**src/inc/rvc_defines.svh**
```systemverilog
// Offsets, field positions and reset constants of the rail voltage code registers
`ifndef RVC_DEFINES_SVH
`define RVC_DEFINES_SVH

// Register offsets on the byte register port
`define RVC_OFF_R4_SLP 8'h95
`define RVC_OFF_R5_NRM 8'h96
`define RVC_OFF_R5_SLP 8'h97
`define RVC_OFF_R6_NRM 8'h98
`define RVC_OFF_R6_SLP 8'h99
`define RVC_OFF_A2_PAIR 8'h9A

// Storage slots inside the bank
`define RVC_NUM_REGS 6
`define RVC_IDX_R4_SLP 3'h0
`define RVC_IDX_R5_NRM 3'h1
`define RVC_IDX_R5_SLP 3'h2
`define RVC_IDX_R6_NRM 3'h3
`define RVC_IDX_R6_SLP 3'h4
`define RVC_IDX_A2_PAIR 3'h5

// Field positions
`define RVC_BYTE_W 8
`define RVC_CODE_MSB 7
`define RVC_CODE_LSB 1
`define RVC_CODE_W 7
`define RVC_DECAY_BIT 0
`define RVC_A2_SLP_MSB 7
`define RVC_A2_SLP_LSB 4
`define RVC_A2_NRM_MSB 3
`define RVC_A2_NRM_LSB 0
`define RVC_A2_W 4
`define RVC_NUM_RAILS 3

// Writable bit masks and constants
`define RVC_MASK_SLP 8'hFE
`define RVC_MASK_FULL 8'hFF
`define RVC_BYTE_ZERO 8'h00
`define RVC_CODE_ZERO 7'h00
`define RVC_A2_ZERO 4'h0

`endif

```
**src/inc/rvc_pkg.sv**
```systemverilog
// Types shared by the rail voltage code register bank
package rvc_pkg;

   // Bank sequencing: defaults load once after reset, then normal access
   typedef enum logic [1:0] {
      RVC_ST_LOAD = 2'b01,
      RVC_ST_RUN = 2'b10
   } rvc_state_t;

   // One byte access from the serial port engine
   typedef struct packed {
      logic wr;
      logic rd;
      logic [7:0] addr;
      logic [7:0] wdata;
   } rvc_bus_req_t;

   // Programmed default configuration, one byte per register
   typedef struct packed {
      logic [7:0] r4_slp;
      logic [7:0] r5_nrm;
      logic [7:0] r5_slp;
      logic [7:0] r6_nrm;
      logic [7:0] r6_slp;
      logic [7:0] a2_pair;
   } rvc_defaults_t;

   // Per-rail sleep setup: enable and which sleep input is assigned
   typedef struct packed {
      logic en;
      logic pin_two;
   } rvc_sleep_cfg_t;

endpackage : rvc_pkg

```
**src/verilog/rvc_regs.sv**
```systemverilog
// Rail voltage code register bank with sleep-aware target selection
//
// Summary of operation
// Offset 95h: rail four sleep code, bits 7:1
// Offset 96h: rail five normal code, bits 7:1
// Bit 0 set: passive decay, clear: slew
// Offset 97h: rail five sleep code, bits 7:1
// Offset 98h: rail six normal code, bits 7:1
// Offset 99h: rail six sleep code, bits 7:1
// Offset 9Ah bits 7:4: linear regulator sleep code
// Offset 9Ah bits 3:0: linear regulator normal code
// Sleep enabled and assigned input low: sleep code
// Sleep register bit 0 ignores writes, reads zero
// Reset clears registers; first edge after reset loads programmed default configuration
`timescale 1ns/1ps
`include "rvc_defines.svh"

module rvc_regs
   import rvc_pkg::*;
#(
   parameter int DATA_W = `RVC_BYTE_W
) (
   // Clock and reset
   input wire logic i_core_clk,
   input wire logic i_rst,
   // Byte register port from the serial engine
   input wire rvc_bus_req_t i_req,
   output logic [7:0] o_rdata,
   output logic o_rvalid,
   // Default configuration and neighbouring state
   input wire rvc_defaults_t i_defaults,
   input wire logic [6:0] i_rail4_normal_code,
   input wire rvc_sleep_cfg_t [3:0] i_sleep_cfg,
   // Sleep control pins
   input wire logic i_sleep_control_input_one,
   input wire logic i_sleep_control_input_two,
   // Regulation targets
   output logic [6:0] o_rail4_target_code,
   output logic [6:0] o_rail5_target_code,
   output logic [6:0] o_rail6_target_code,
   output logic [3:0] o_linreg_a2_target_code,
   output logic o_rail5_passive_ramp_sel,
   output logic o_rail6_passive_ramp_sel,
   output logic o_defaults_loaded
);

   // The bank is byte wide by construction
   if (DATA_W != `RVC_BYTE_W) begin : g_bad_width
      $error("rvc_regs: DATA_W must be 8");
   end

   rvc_state_t state_q;
   rvc_state_t state_d;
   logic [7:0] regs_q [`RVC_NUM_REGS];
   logic [7:0] regs_d [`RVC_NUM_REGS];
   logic [7:0] rdata_q;
   logic [7:0] rdata_d;
   logic rvalid_q;
   logic rvalid_d;
   logic hit;
   logic [2:0] idx;
   logic [7:0] wmask;

   // The slot index is three bits wide, which caps the bank size
   if (`RVC_NUM_REGS > (1 << $bits(idx))) begin : g_bad_slots
      $error("rvc_regs: too many register slots for the index");
   end

   // Address decode; sleep registers keep bit 0 out of the write mask
   // Unmapped offsets clear the mask and the hit, so a stray write never lands
   always_comb begin
      hit = 1'b1;
      idx = `RVC_IDX_R4_SLP;
      wmask = `RVC_MASK_SLP;
      if (i_req.addr == `RVC_OFF_R4_SLP) begin
         idx = `RVC_IDX_R4_SLP;
      end else if (i_req.addr == `RVC_OFF_R5_NRM) begin
         idx = `RVC_IDX_R5_NRM;
         wmask = `RVC_MASK_FULL;
      end else if (i_req.addr == `RVC_OFF_R5_SLP) begin
         idx = `RVC_IDX_R5_SLP;
      end else if (i_req.addr == `RVC_OFF_R6_NRM) begin
         idx = `RVC_IDX_R6_NRM;
         wmask = `RVC_MASK_FULL;
      end else if (i_req.addr == `RVC_OFF_R6_SLP) begin
         idx = `RVC_IDX_R6_SLP;
      end else if (i_req.addr == `RVC_OFF_A2_PAIR) begin
         idx = `RVC_IDX_A2_PAIR;
         wmask = `RVC_MASK_FULL;
      end else begin
         hit = 1'b0;
         wmask = `RVC_BYTE_ZERO;
      end
   end

   // Register contents: one default load, then host writes
   // A host write in the load cycle is dropped: the defaults own that edge
   always_comb begin
      state_d = state_q;
      regs_d = regs_q;
      case (state_q)
         RVC_ST_LOAD: begin
            // Loaded here, not under reset, so the flops reset to constants
            regs_d[`RVC_IDX_R4_SLP] = i_defaults.r4_slp & `RVC_MASK_SLP;
            regs_d[`RVC_IDX_R5_NRM] = i_defaults.r5_nrm;
            regs_d[`RVC_IDX_R5_SLP] = i_defaults.r5_slp & `RVC_MASK_SLP;
            regs_d[`RVC_IDX_R6_NRM] = i_defaults.r6_nrm;
            regs_d[`RVC_IDX_R6_SLP] = i_defaults.r6_slp & `RVC_MASK_SLP;
            regs_d[`RVC_IDX_A2_PAIR] = i_defaults.a2_pair;
            state_d = RVC_ST_RUN;
         end
         RVC_ST_RUN: begin
            if (i_req.wr && hit) begin
               regs_d[idx] = (regs_q[idx] & ~wmask) | (i_req.wdata & wmask);
            end
         end
         default: begin
            state_d = RVC_ST_LOAD;
         end
      endcase
   end

   // Read answer one cycle after the request; unmapped reads give zero
   // A read and a write in one cycle answer with the byte before the write
   always_comb begin
      rvalid_d = i_req.rd;
      rdata_d = `RVC_BYTE_ZERO;
      if (i_req.rd && hit) begin
         rdata_d = regs_q[idx];
      end
   end

   // Bank flops; reset clears to constants and the defaults follow one edge later,
   // which keeps the asynchronous branch free of input-dependent values
   always_ff @(posedge i_core_clk or posedge i_rst) begin
      if (i_rst) begin
         state_q <= RVC_ST_LOAD;
         rdata_q <= `RVC_BYTE_ZERO;
         rvalid_q <= 1'b0;
         for (int k = 0; k < `RVC_NUM_REGS; k++) begin
            regs_q[k] <= `RVC_BYTE_ZERO;
         end
      end else begin
         state_q <= state_d;
         rdata_q <= rdata_d;
         rvalid_q <= rvalid_d;
         regs_q <= regs_d;
      end
   end

   // Sleep state per rail: enabled and assigned input pulled low
   logic [3:0] sleep_act;
   logic [6:0] nrm_code [`RVC_NUM_RAILS];
   logic [6:0] slp_code [`RVC_NUM_RAILS];
   logic [6:0] tgt_d [`RVC_NUM_RAILS];
   logic [6:0] tgt_q [`RVC_NUM_RAILS];
   logic [3:0] a2_d;
   logic [3:0] a2_q;
   logic [1:0] ramp_d;
   logic [1:0] ramp_q;
   logic loaded_d;
   logic loaded_q;

   // Sleep decode per output, then the code fields of each converter rail
   // Pins are taken as synchronous here; an asynchronous pin needs its own stage
   always_comb begin
      for (int r = 0; r < $bits(sleep_act); r++) begin
         sleep_act[r] = i_sleep_cfg[r].en && !(i_sleep_cfg[r].pin_two ?
            i_sleep_control_input_two : i_sleep_control_input_one);
      end
      nrm_code[0] = i_rail4_normal_code;
      slp_code[0] = regs_q[`RVC_IDX_R4_SLP][`RVC_CODE_MSB:`RVC_CODE_LSB];
      nrm_code[1] = regs_q[`RVC_IDX_R5_NRM][`RVC_CODE_MSB:`RVC_CODE_LSB];
      slp_code[1] = regs_q[`RVC_IDX_R5_SLP][`RVC_CODE_MSB:`RVC_CODE_LSB];
      nrm_code[2] = regs_q[`RVC_IDX_R6_NRM][`RVC_CODE_MSB:`RVC_CODE_LSB];
      slp_code[2] = regs_q[`RVC_IDX_R6_SLP][`RVC_CODE_MSB:`RVC_CODE_LSB];
   end

   // Target code per converter rail
   // Sleep wins only while enabled and its assigned pin is held low
   for (genvar g = 0; g < `RVC_NUM_RAILS; g++) begin : g_rail
      assign tgt_d[g] = sleep_act[g] ? slp_code[g] : nrm_code[g];
   end

   // Linear regulator target, ramp selectors and load status
   always_comb begin
      a2_d = sleep_act[3] ?
         regs_q[`RVC_IDX_A2_PAIR][`RVC_A2_SLP_MSB:`RVC_A2_SLP_LSB] :
         regs_q[`RVC_IDX_A2_PAIR][`RVC_A2_NRM_MSB:`RVC_A2_NRM_LSB];
      // A set bit lets the rail fall passively; load sets the fall time
      ramp_d[0] = regs_q[`RVC_IDX_R5_NRM][`RVC_DECAY_BIT];
      ramp_d[1] = regs_q[`RVC_IDX_R6_NRM][`RVC_DECAY_BIT];
      loaded_d = (state_q == RVC_ST_RUN);
   end

   // Target flops: a pin or register change reaches the rails one edge later
   always_ff @(posedge i_core_clk or posedge i_rst) begin
      if (i_rst) begin
         for (int k = 0; k < `RVC_NUM_RAILS; k++) begin
            tgt_q[k] <= `RVC_CODE_ZERO;
         end
         a2_q <= `RVC_A2_ZERO;
         ramp_q <= 2'h0;
         loaded_q <= 1'b0;
      end else begin
         tgt_q <= tgt_d;
         a2_q <= a2_d;
         ramp_q <= ramp_d;
         loaded_q <= loaded_d;
      end
   end

   // Outputs straight from flops
   // Decode glitches never reach the converters, at the cost of one cycle of lag
   assign o_rdata = rdata_q;
   assign o_rvalid = rvalid_q;
   assign o_rail4_target_code = tgt_q[0];
   assign o_rail5_target_code = tgt_q[1];
   assign o_rail6_target_code = tgt_q[2];
   assign o_linreg_a2_target_code = a2_q;
   assign o_rail5_passive_ramp_sel = ramp_q[0];
   assign o_rail6_passive_ramp_sel = ramp_q[1];
   assign o_defaults_loaded = loaded_q;

endmodule : rvc_regs

```
**config.mk**
```make
export PLATFORM = sky130hd
export DESIGN_NAME = rvc_regs
export DESIGN_NICKNAME = d
export VERILOG_FILES = /design/src/inc/rvc_pkg.sv /design/src/verilog/rvc_regs.sv
export VERILOG_INCLUDE_DIRS = /design/src /design/src/inc
export SDC_FILE = /design/constraint.sdc
export NUM_CORES = 1
export LEC_CHECK = 0
export BUFFER_PORTS_ARGS = -buffer_cell sky130_fd_sc_hd__buf_2
export CORE_UTILIZATION = 40
export DETAILED_ROUTE_END_ITERATION = 6
export PLACE_DENSITY = 0.61
export SLEW_MARGIN = 15
export SYNTH_ARGS = -nofsm -noshare
export SYNTH_HDL_FRONTEND = slang
export SYNTH_SLANG_ARGS = --single-unit
```
**constraint.sdc**
```tcl
create_clock -name i_core_clk -period 2.9 [get_ports i_core_clk]
set_clock_uncertainty 0.05 [all_clocks]
set_input_delay 0.145 -clock i_core_clk [delete_from_list [all_inputs] [get_ports i_core_clk]]
set_output_delay 0.145 -clock i_core_clk [all_outputs]
set_load 0.01 [all_outputs]
```
==> impl_metrics.json, run 1 <==
{
  "status": "finished with violations",
  "violations": "negative hold slack",
  "synth_commonest_cells": "dfrtp_1 (86), nand2_1 (41), nor2_1 (39), nand3_1 (29), a21oi_1 (28)",
  "numPortBuffers": 118,
  "rsz0062_at_grt": "no",
  "cp_cell_sequence": "nand2b_1 > nor4_4 > a41oi_4 > a21oi_1 > a21oi_1",
  "worst_pin_slew_ns": 0.6992,
  "die_y_um": 108.4,
  "grt_max_degree": 49,
  "root_buffer": "clkbuf_16",
  "worst_path_largest_cell_delay_ns": 0.67,
  "synth_top_family_by_area": "simple AND/OR/NAND/NOR gates",
  "finalNetCount": 676,
  "place_area_um2": 5250,
  "cp_common_cell": "a21oi_1",
  "post_drt_via_cell_ratio": 5.879,
  "crit_buf_inv": 0,
  "synth.distinct_cells": 55,
  "diodes": 0,
  "cts_tree": "done",
  "synth_fa_ha_area_frac": 0,
  "wl_per_cell_um": 20.97,
  "synthMuxAreaShare": 0.07771,
  "path_clk_slew_ns": 0.06,
  "yosys_warnings": 0,
  "initial_core_util": 0.4137,
  "firstDrtPassIters": 5,
  "ys_async_sr_fraction": 1.000,
  "synth_compound_area_frac": 0.1908,
  "antenna_found_initial": 0,
  "syn2layout_area_growth_pct": 27.18,
  "cts_buffers": 9,
  "r2r_cells": 5,
  "synth_edf_count": 0,
  "clock.fmax_mhz": 435.9,
  "gp_congestion": 0.9261,
  "crit_path_end_kind": "register",
  "maxSlewHeadroom": 0.5333,
  "critPathKind": "register to register",
  "synth_xor_area_frac": 0,
  "crit_required_ns": 3.08,
  "period_needed_ns": 2.294,
  "min_path_type": "input port to register",
  "synth.avg_cell_area_um2": 9.814,
  "crit_path_start_kind": "register",
  "setup_tns_ns": 0,
  "drcViolationCount": 0,
  "synthTopCellsByArea": "dfrtp_1 (48%), mux2_2 (6.2%), nand2_1 (3.4%)",
  "hold_slack_ns": -0.001160,
  "grt_pass1_wl_um": 23560,
  "synthFlopType": "dfrtp_1",
  "maxSlewViolCount": 0,
  "cts_max_level": 3,
  "cp_top_family": "simple AND/OR/NAND/NOR gates",
  "syn_inst": 461,
  "power_density_nw_per_um2": 533.8,
  "yosys.area_share.simple": 0.2074,
  "worstPathMaxFanout": 10,
  "vdd_drop_max_mv": 0.2361,
  "cts_setup_buffers": 0,
  "synth_seq_cells": 87,
  "rows": 38,
  "fin_area_um2": 5754,
  "yosysSeqAreaShare": 0.4815,
  "drv_cap": 0,
  "clk_latency_ns": 0.35,
  "hold_viol_final": 2,
  "synth_nets": 546,
  "yosysTopAreaCellShare": 0.4757,
  "core_um2": 10940,
  "path_depth": 5,
  "finalSetupViolCount": 0,
  "drt_iter0_markers": 281,
  "via_count": 4327,
  "clk_path_buf_depth": 2,
  "stdcell_count": 736,
  "fin_crit_sh": 0.7912,
  "die_w_um": 108.4,
  "placed_cells": 702,
  "synth_top_cell_by_area": "dfrtp_1",
  "dp_hpwl_um": 11450,
  "die-area_um2": 11740,
  "layout-drive-gt1-share": 0.3121,
  "utilization": 0.5262,
  "drt_wl_total_um": 15430,
  "antenna_left": 0,
  "power.leakage_uw": 0.002589,
  "clkSinkCount": 87,
  "grt_use_total": 0.2754,
  "io_pins": 122,
  "crit_arrival_ns": 2.47,
  "grt_pass1_vias": 4214,
  "critPathSlowestCell": "nor4_4",
  "min_path_cells": 3,
  "yosysMostFrequentCell": "dfrtp_1",
  "netlist_area_um2": 4524,
  "overflow": 0
}
-- metal layers --
layer / track usage / vias to the layer above / wire length (um)
met1: 0.3655 / 2100 / 6766
met2: 0.4409 / 217 / 7112
li1: - / 1978 / -
met5: 0 / - / 0
met3: 0.04280 / 32 / 1053
met4: 0.1303 / 0 / 501
-- per-stage QoR --
stage / hold WS [ns] / setup slack (ns) / power, uW
global placement: 0.2282 / 0.6693 / 1791
floorplan: 0.1264 / 0.4565 / 1614
detailed placement: 0.2218 / 0.6239 / 1800
finish: -0.001160 / 0.6057 / 3072
global route: 0.01274 / 0.5278 / 3176
CTS: 0.0007621 / 0.6577 / 3080
-- layout make-up --
class | count | area, um^2
fill | 1009 | 5181
sequential | 87 | 2178
multi-input combinational | 335 | 2153
timing repair buffer | 151 | 895.9
clock buffer | 11 | 242.7
tap | 140 | 175.2
clock inverter | 5 | 81.33
inverter | 7 | 27.53
-- registers in the layout, indices dropped and copies added, names as in the netlist --
signal / count
o_rvalid: 1
nrm_code: 14
state_q: 2
ramp_d: 2
o_rail4_target_code: 7
o_defaults_loaded: 1
o_rail5_target_code: 7
o_rail6_target_code: 7
ramp_q: 2
o_linreg_a2_target_code: 4
regs_q: 32
o_rdata: 8
-- repair_timing --
action | 4_1_cts | 5_1_grt
endpoints found under the hold margin | 55 | 0
hold buffers | 18 | 0
gates resized for setup | 0 | 0
-- power breakdown --
part,internal (uW),switching [uW],leakage [uW]
sequential,1310,74.5,0.00103
combinational,194,226,0.00140
clock,779,493,0.000156
total,2280,793,0.00259
-- cells in the final DEF (no fill, tap or decap), types with 5 or more instances in the layout --
cell type and count:
buf_2 118, dfrtp_1 86, nand2_1 41, nor2_1 39, nand3_1 29, a21oi_1 28
o21ai_0 25, mux2_2 25, dlygate4sd3_1 18, nand4_1 15, buf_4 14, o22ai_1 13
a211oi_1 13, and3_1 9, clkbuf_16 9, nor2b_1 8, o211ai_1 8, mux2i_1 7
nor3_1 7, a31oi_1 6, nor4_1 6, o221ai_1 6, a32oi_1 5, inv_1 5
-- worst min-delay path, delay by kind of cell --
family	cells	cell delay, ns
buffers and inverters	1	0.10
AO/OA/AOI/OAI	1	0.05
AND/OR/NAND/NOR	1	0.05
-- cell families (layout without fill, tap and decap cells) --
logic type / count (synthesis) / after routing
AND/OR/NAND/NOR: 178 / 178
AO/OA/AOI/OAI: 125 / 125
flip-flops: 87 / 87
buffers and inverters: 39 / 174
multiplexers: 32 / 32
-- worst paths after layout --
kind	start	slack, ns	end
worst max-delay path	state_q[0]$_DFFE_PP1N_	0.61	regs_q[14]$_DFFE_PP0P_
max in group asynchronous	i_rst	1.74	o_rail5_target_code[4]$_DFF_PP0_
worst min register to register	ramp_d[0]$_DFFE_PP0P_	0.37	ramp_q[0]$_DFF_PP0_
worst min-delay path	i_defaults[3]	-0.001	regs_q[3]$_DFFE_PP0P_
min in group asynchronous	i_rst	0.38	o_rail4_target_code[2]$_DFF_PP0_
worst max register to register	state_q[0]$_DFFE_PP1N_	0.61	regs_q[14]$_DFFE_PP0P_
Note: power is estimated with default switching activity, not from simulation.
==> run 2, diff against run 1 <==
- clock period: 2.9 -> 2.2 ns (I/O delays scaled with it)
==> run 2 against run 1 <==
The run now ends clean. Sequential power is 32% higher. Worst hold slack improved by 0.0076 ns. Largest cell class unchanged. Clock power increased by 22%.
==> impl_metrics.json, run 2 (synthesized netlist as in run 1, its figures left out) <==
{
  "status": "complete, no violations",
  "path_depth": 7,
  "gp_congestion": 0.8852,
  "maxSlewViolCount": 0,
  "firstDrtPassIters": 5,
  "crit_required_ns": 2.37,
  "antenna_found_initial": 0,
  "r2r_cells": 7,
  "syn2layout_area_growth_pct": 34.87,
  "setup_ws_ns": 0.2974,
  "hold_viol_final": 0,
  "top_register": "regs_q",
  "cp_top_family": "simple AND/OR/NAND/NOR gates",
  "final_cell_mix": "buf_2 (118), dfrtp_1 (86), nand2_1 (41)",
  "critPathKind": "register to register",
  "grtUsageMet1": 0.3888,
  "power_density_nw_per_um2": 650.5,
  "grt_use_total": 0.2809,
  "critPathSlowestCell": "dfstp_2",
  "die-area_um2": 11740,
  "cp_common_cell": "a211oi_1",
  "overflow": 0,
  "die_w_um": 108.4,
  "cts_tree": "done",
  "rsz0062_at_grt": "no",
  "post-place-ws_ns": 0.2265,
  "min_path_type": "input port to register",
  "clkSinkCount": 87,
  "antenna_left": 0,
  "clk_latency_ns": 0.34,
  "worstPathMaxFanout": 6,
  "dp_hpwl_um": 11490,
  "largest_reg_flops": 32,
  "finalSetupViolCount": 0,
  "cts_setup_buffers": 0,
  "crit_arrival_ns": 2.08,
  "worst_path_largest_cell_delay_ns": 0.55,
  "path_clk_slew_ns": 0.06,
  "core_um2": 10940,
  "die_y_um": 108.4,
  "wl_per_cell_um": 20.32,
  "diodes": 0,
  "grtUsageMet3": 0.05003,
  "vdd_drop_max_mv": 0.3117,
  "layout-drive-gt1-share": 0.3276,
  "drt_wl_total_um": 15810,
  "maxSlewHeadroom": 0.6135,
  "io_pins": 122,
  "crit_buf_inv": 2,
  "cts_resized": 0,
  "post_drt_via_cell_ratio": 5.693,
  "cts_buffers": 9,
  "mostFrequentLayoutCell": "buf_2",
  "hold_buffers": 37,
  "setup_tns_ns": 0,
  "crit_path_start_kind": "register",
  "fin_crit_sh": 0.8648,
  "numPortBuffers": 118,
  "power.leakage_uw": 0.002770,
  "via_count": 4429,
  "finalNetCount": 719,
  "use_met2": 0.4427,
  "drt_iter0_markers": 256,
  "initial_core_util": 0.4137,
  "cts_max_level": 3,
  "grt_max_degree": 88,
  "grt_pass1_wl_um": 23900,
  "clock.fmax_mhz": 525.6,
  "grt_pass1_vias": 4205,
  "cp_cell_sequence": "nand2b_1 > inv_1 > nand3_1 > nor2_1 > buf_4 > a211oi_1 > a211oi_1",
  "root_buffer": "clkbuf_16",
  "period_needed_ns": 1.903,
  "rows": 38,
  "drcViolationCount": 0,
  "min_path_cells": 3,
  "drv_cap": 0,
  "clk_path_buf_depth": 2,
  "crit_path_end_kind": "register",
  "grt.busiest_layer": "met2",
  "worst_pin_slew_ns": 0.5737
}
[run 2: cell types whose count changed in the layout (fill, tap and decap cells not counted), sizes merged]
cell	previous run	this run
buf	133	157
dlygate4sd3	18	37
clkinv	4	2
bufinv	2	1
clkbuf	11	12
clkinvlp	1	2
[run 2: path summary, 6_finish.rpt]
path | startpoint | endpoint | slack (ns)
worst max-delay path | state_q[0]$_DFFE_PP1N_ | regs_q[41]$_DFFE_PP0P_ | 0.30
worst min-delay path | i_defaults[6] | regs_q[6]$_DFFE_PP0P_ | 0.006
worst max register to register | state_q[0]$_DFFE_PP1N_ | regs_q[41]$_DFFE_PP0P_ | 0.30
worst min register to register | ramp_d[0]$_DFFE_PP0P_ | ramp_q[0]$_DFF_PP0_ | 0.36
max in group asynchronous | i_rst | o_rdata[2]$_DFF_PP0_ | 1.32
min in group asynchronous | i_rst | o_rail4_target_code[2]$_DFF_PP0_ | 0.38
[run 2: cell type report]
type,instances,area [um^2]
sequential,87,2178
inverter,7,30.03
multi-input combinational,335,2153
timing repair buffer,194,1266
clock inverter,3,42.54
clock buffer,12,256.5
tap,140,175.2
fill,1030,4833
[run 2: tightest hold or removal path: stages]
cell and delay [ns]:
buf_2 0.10, o22ai_1 0.06, nor2_1 0.09
[run 2: layer usage]
| layer | vias up | part of all wire |
|---|---|---|
| met5 | - | 0 |
| met4 | 0 | 0.029 |
| met3 | 30 | 0.064 |
| met2 | 179 | 0.46 |
| met1 | 2159 | 0.45 |
| li1 | 2061 | - |
[run 2: report_power, final]
group,internal [uW],switching [uW]
clock,934,619
combinational,289,306
sequential,1720,99.1
total,2950,1020
[run 2: stage by stage]
step | util | instance area [um^2] | std cells | hold slack (ns) | total power, uW
6_report | 0.5580 | 6102 | 778 | 0.006403 | 3969
5_1_grt | 0.5580 | 6102 | 778 | 0.01503 | 4119
4_1_cts | 0.5580 | 6102 | 778 | 0.006630 | 3989
3_5_place_dp | 0.4968 | 5433 | 726 | 0.2177 | 2387
3_3_place_gp | 0.4968 | 5433 | 726 | 0.2173 | 2377
2_1_floorplan | - | 4528 | 461 | 0.09143 | 2128
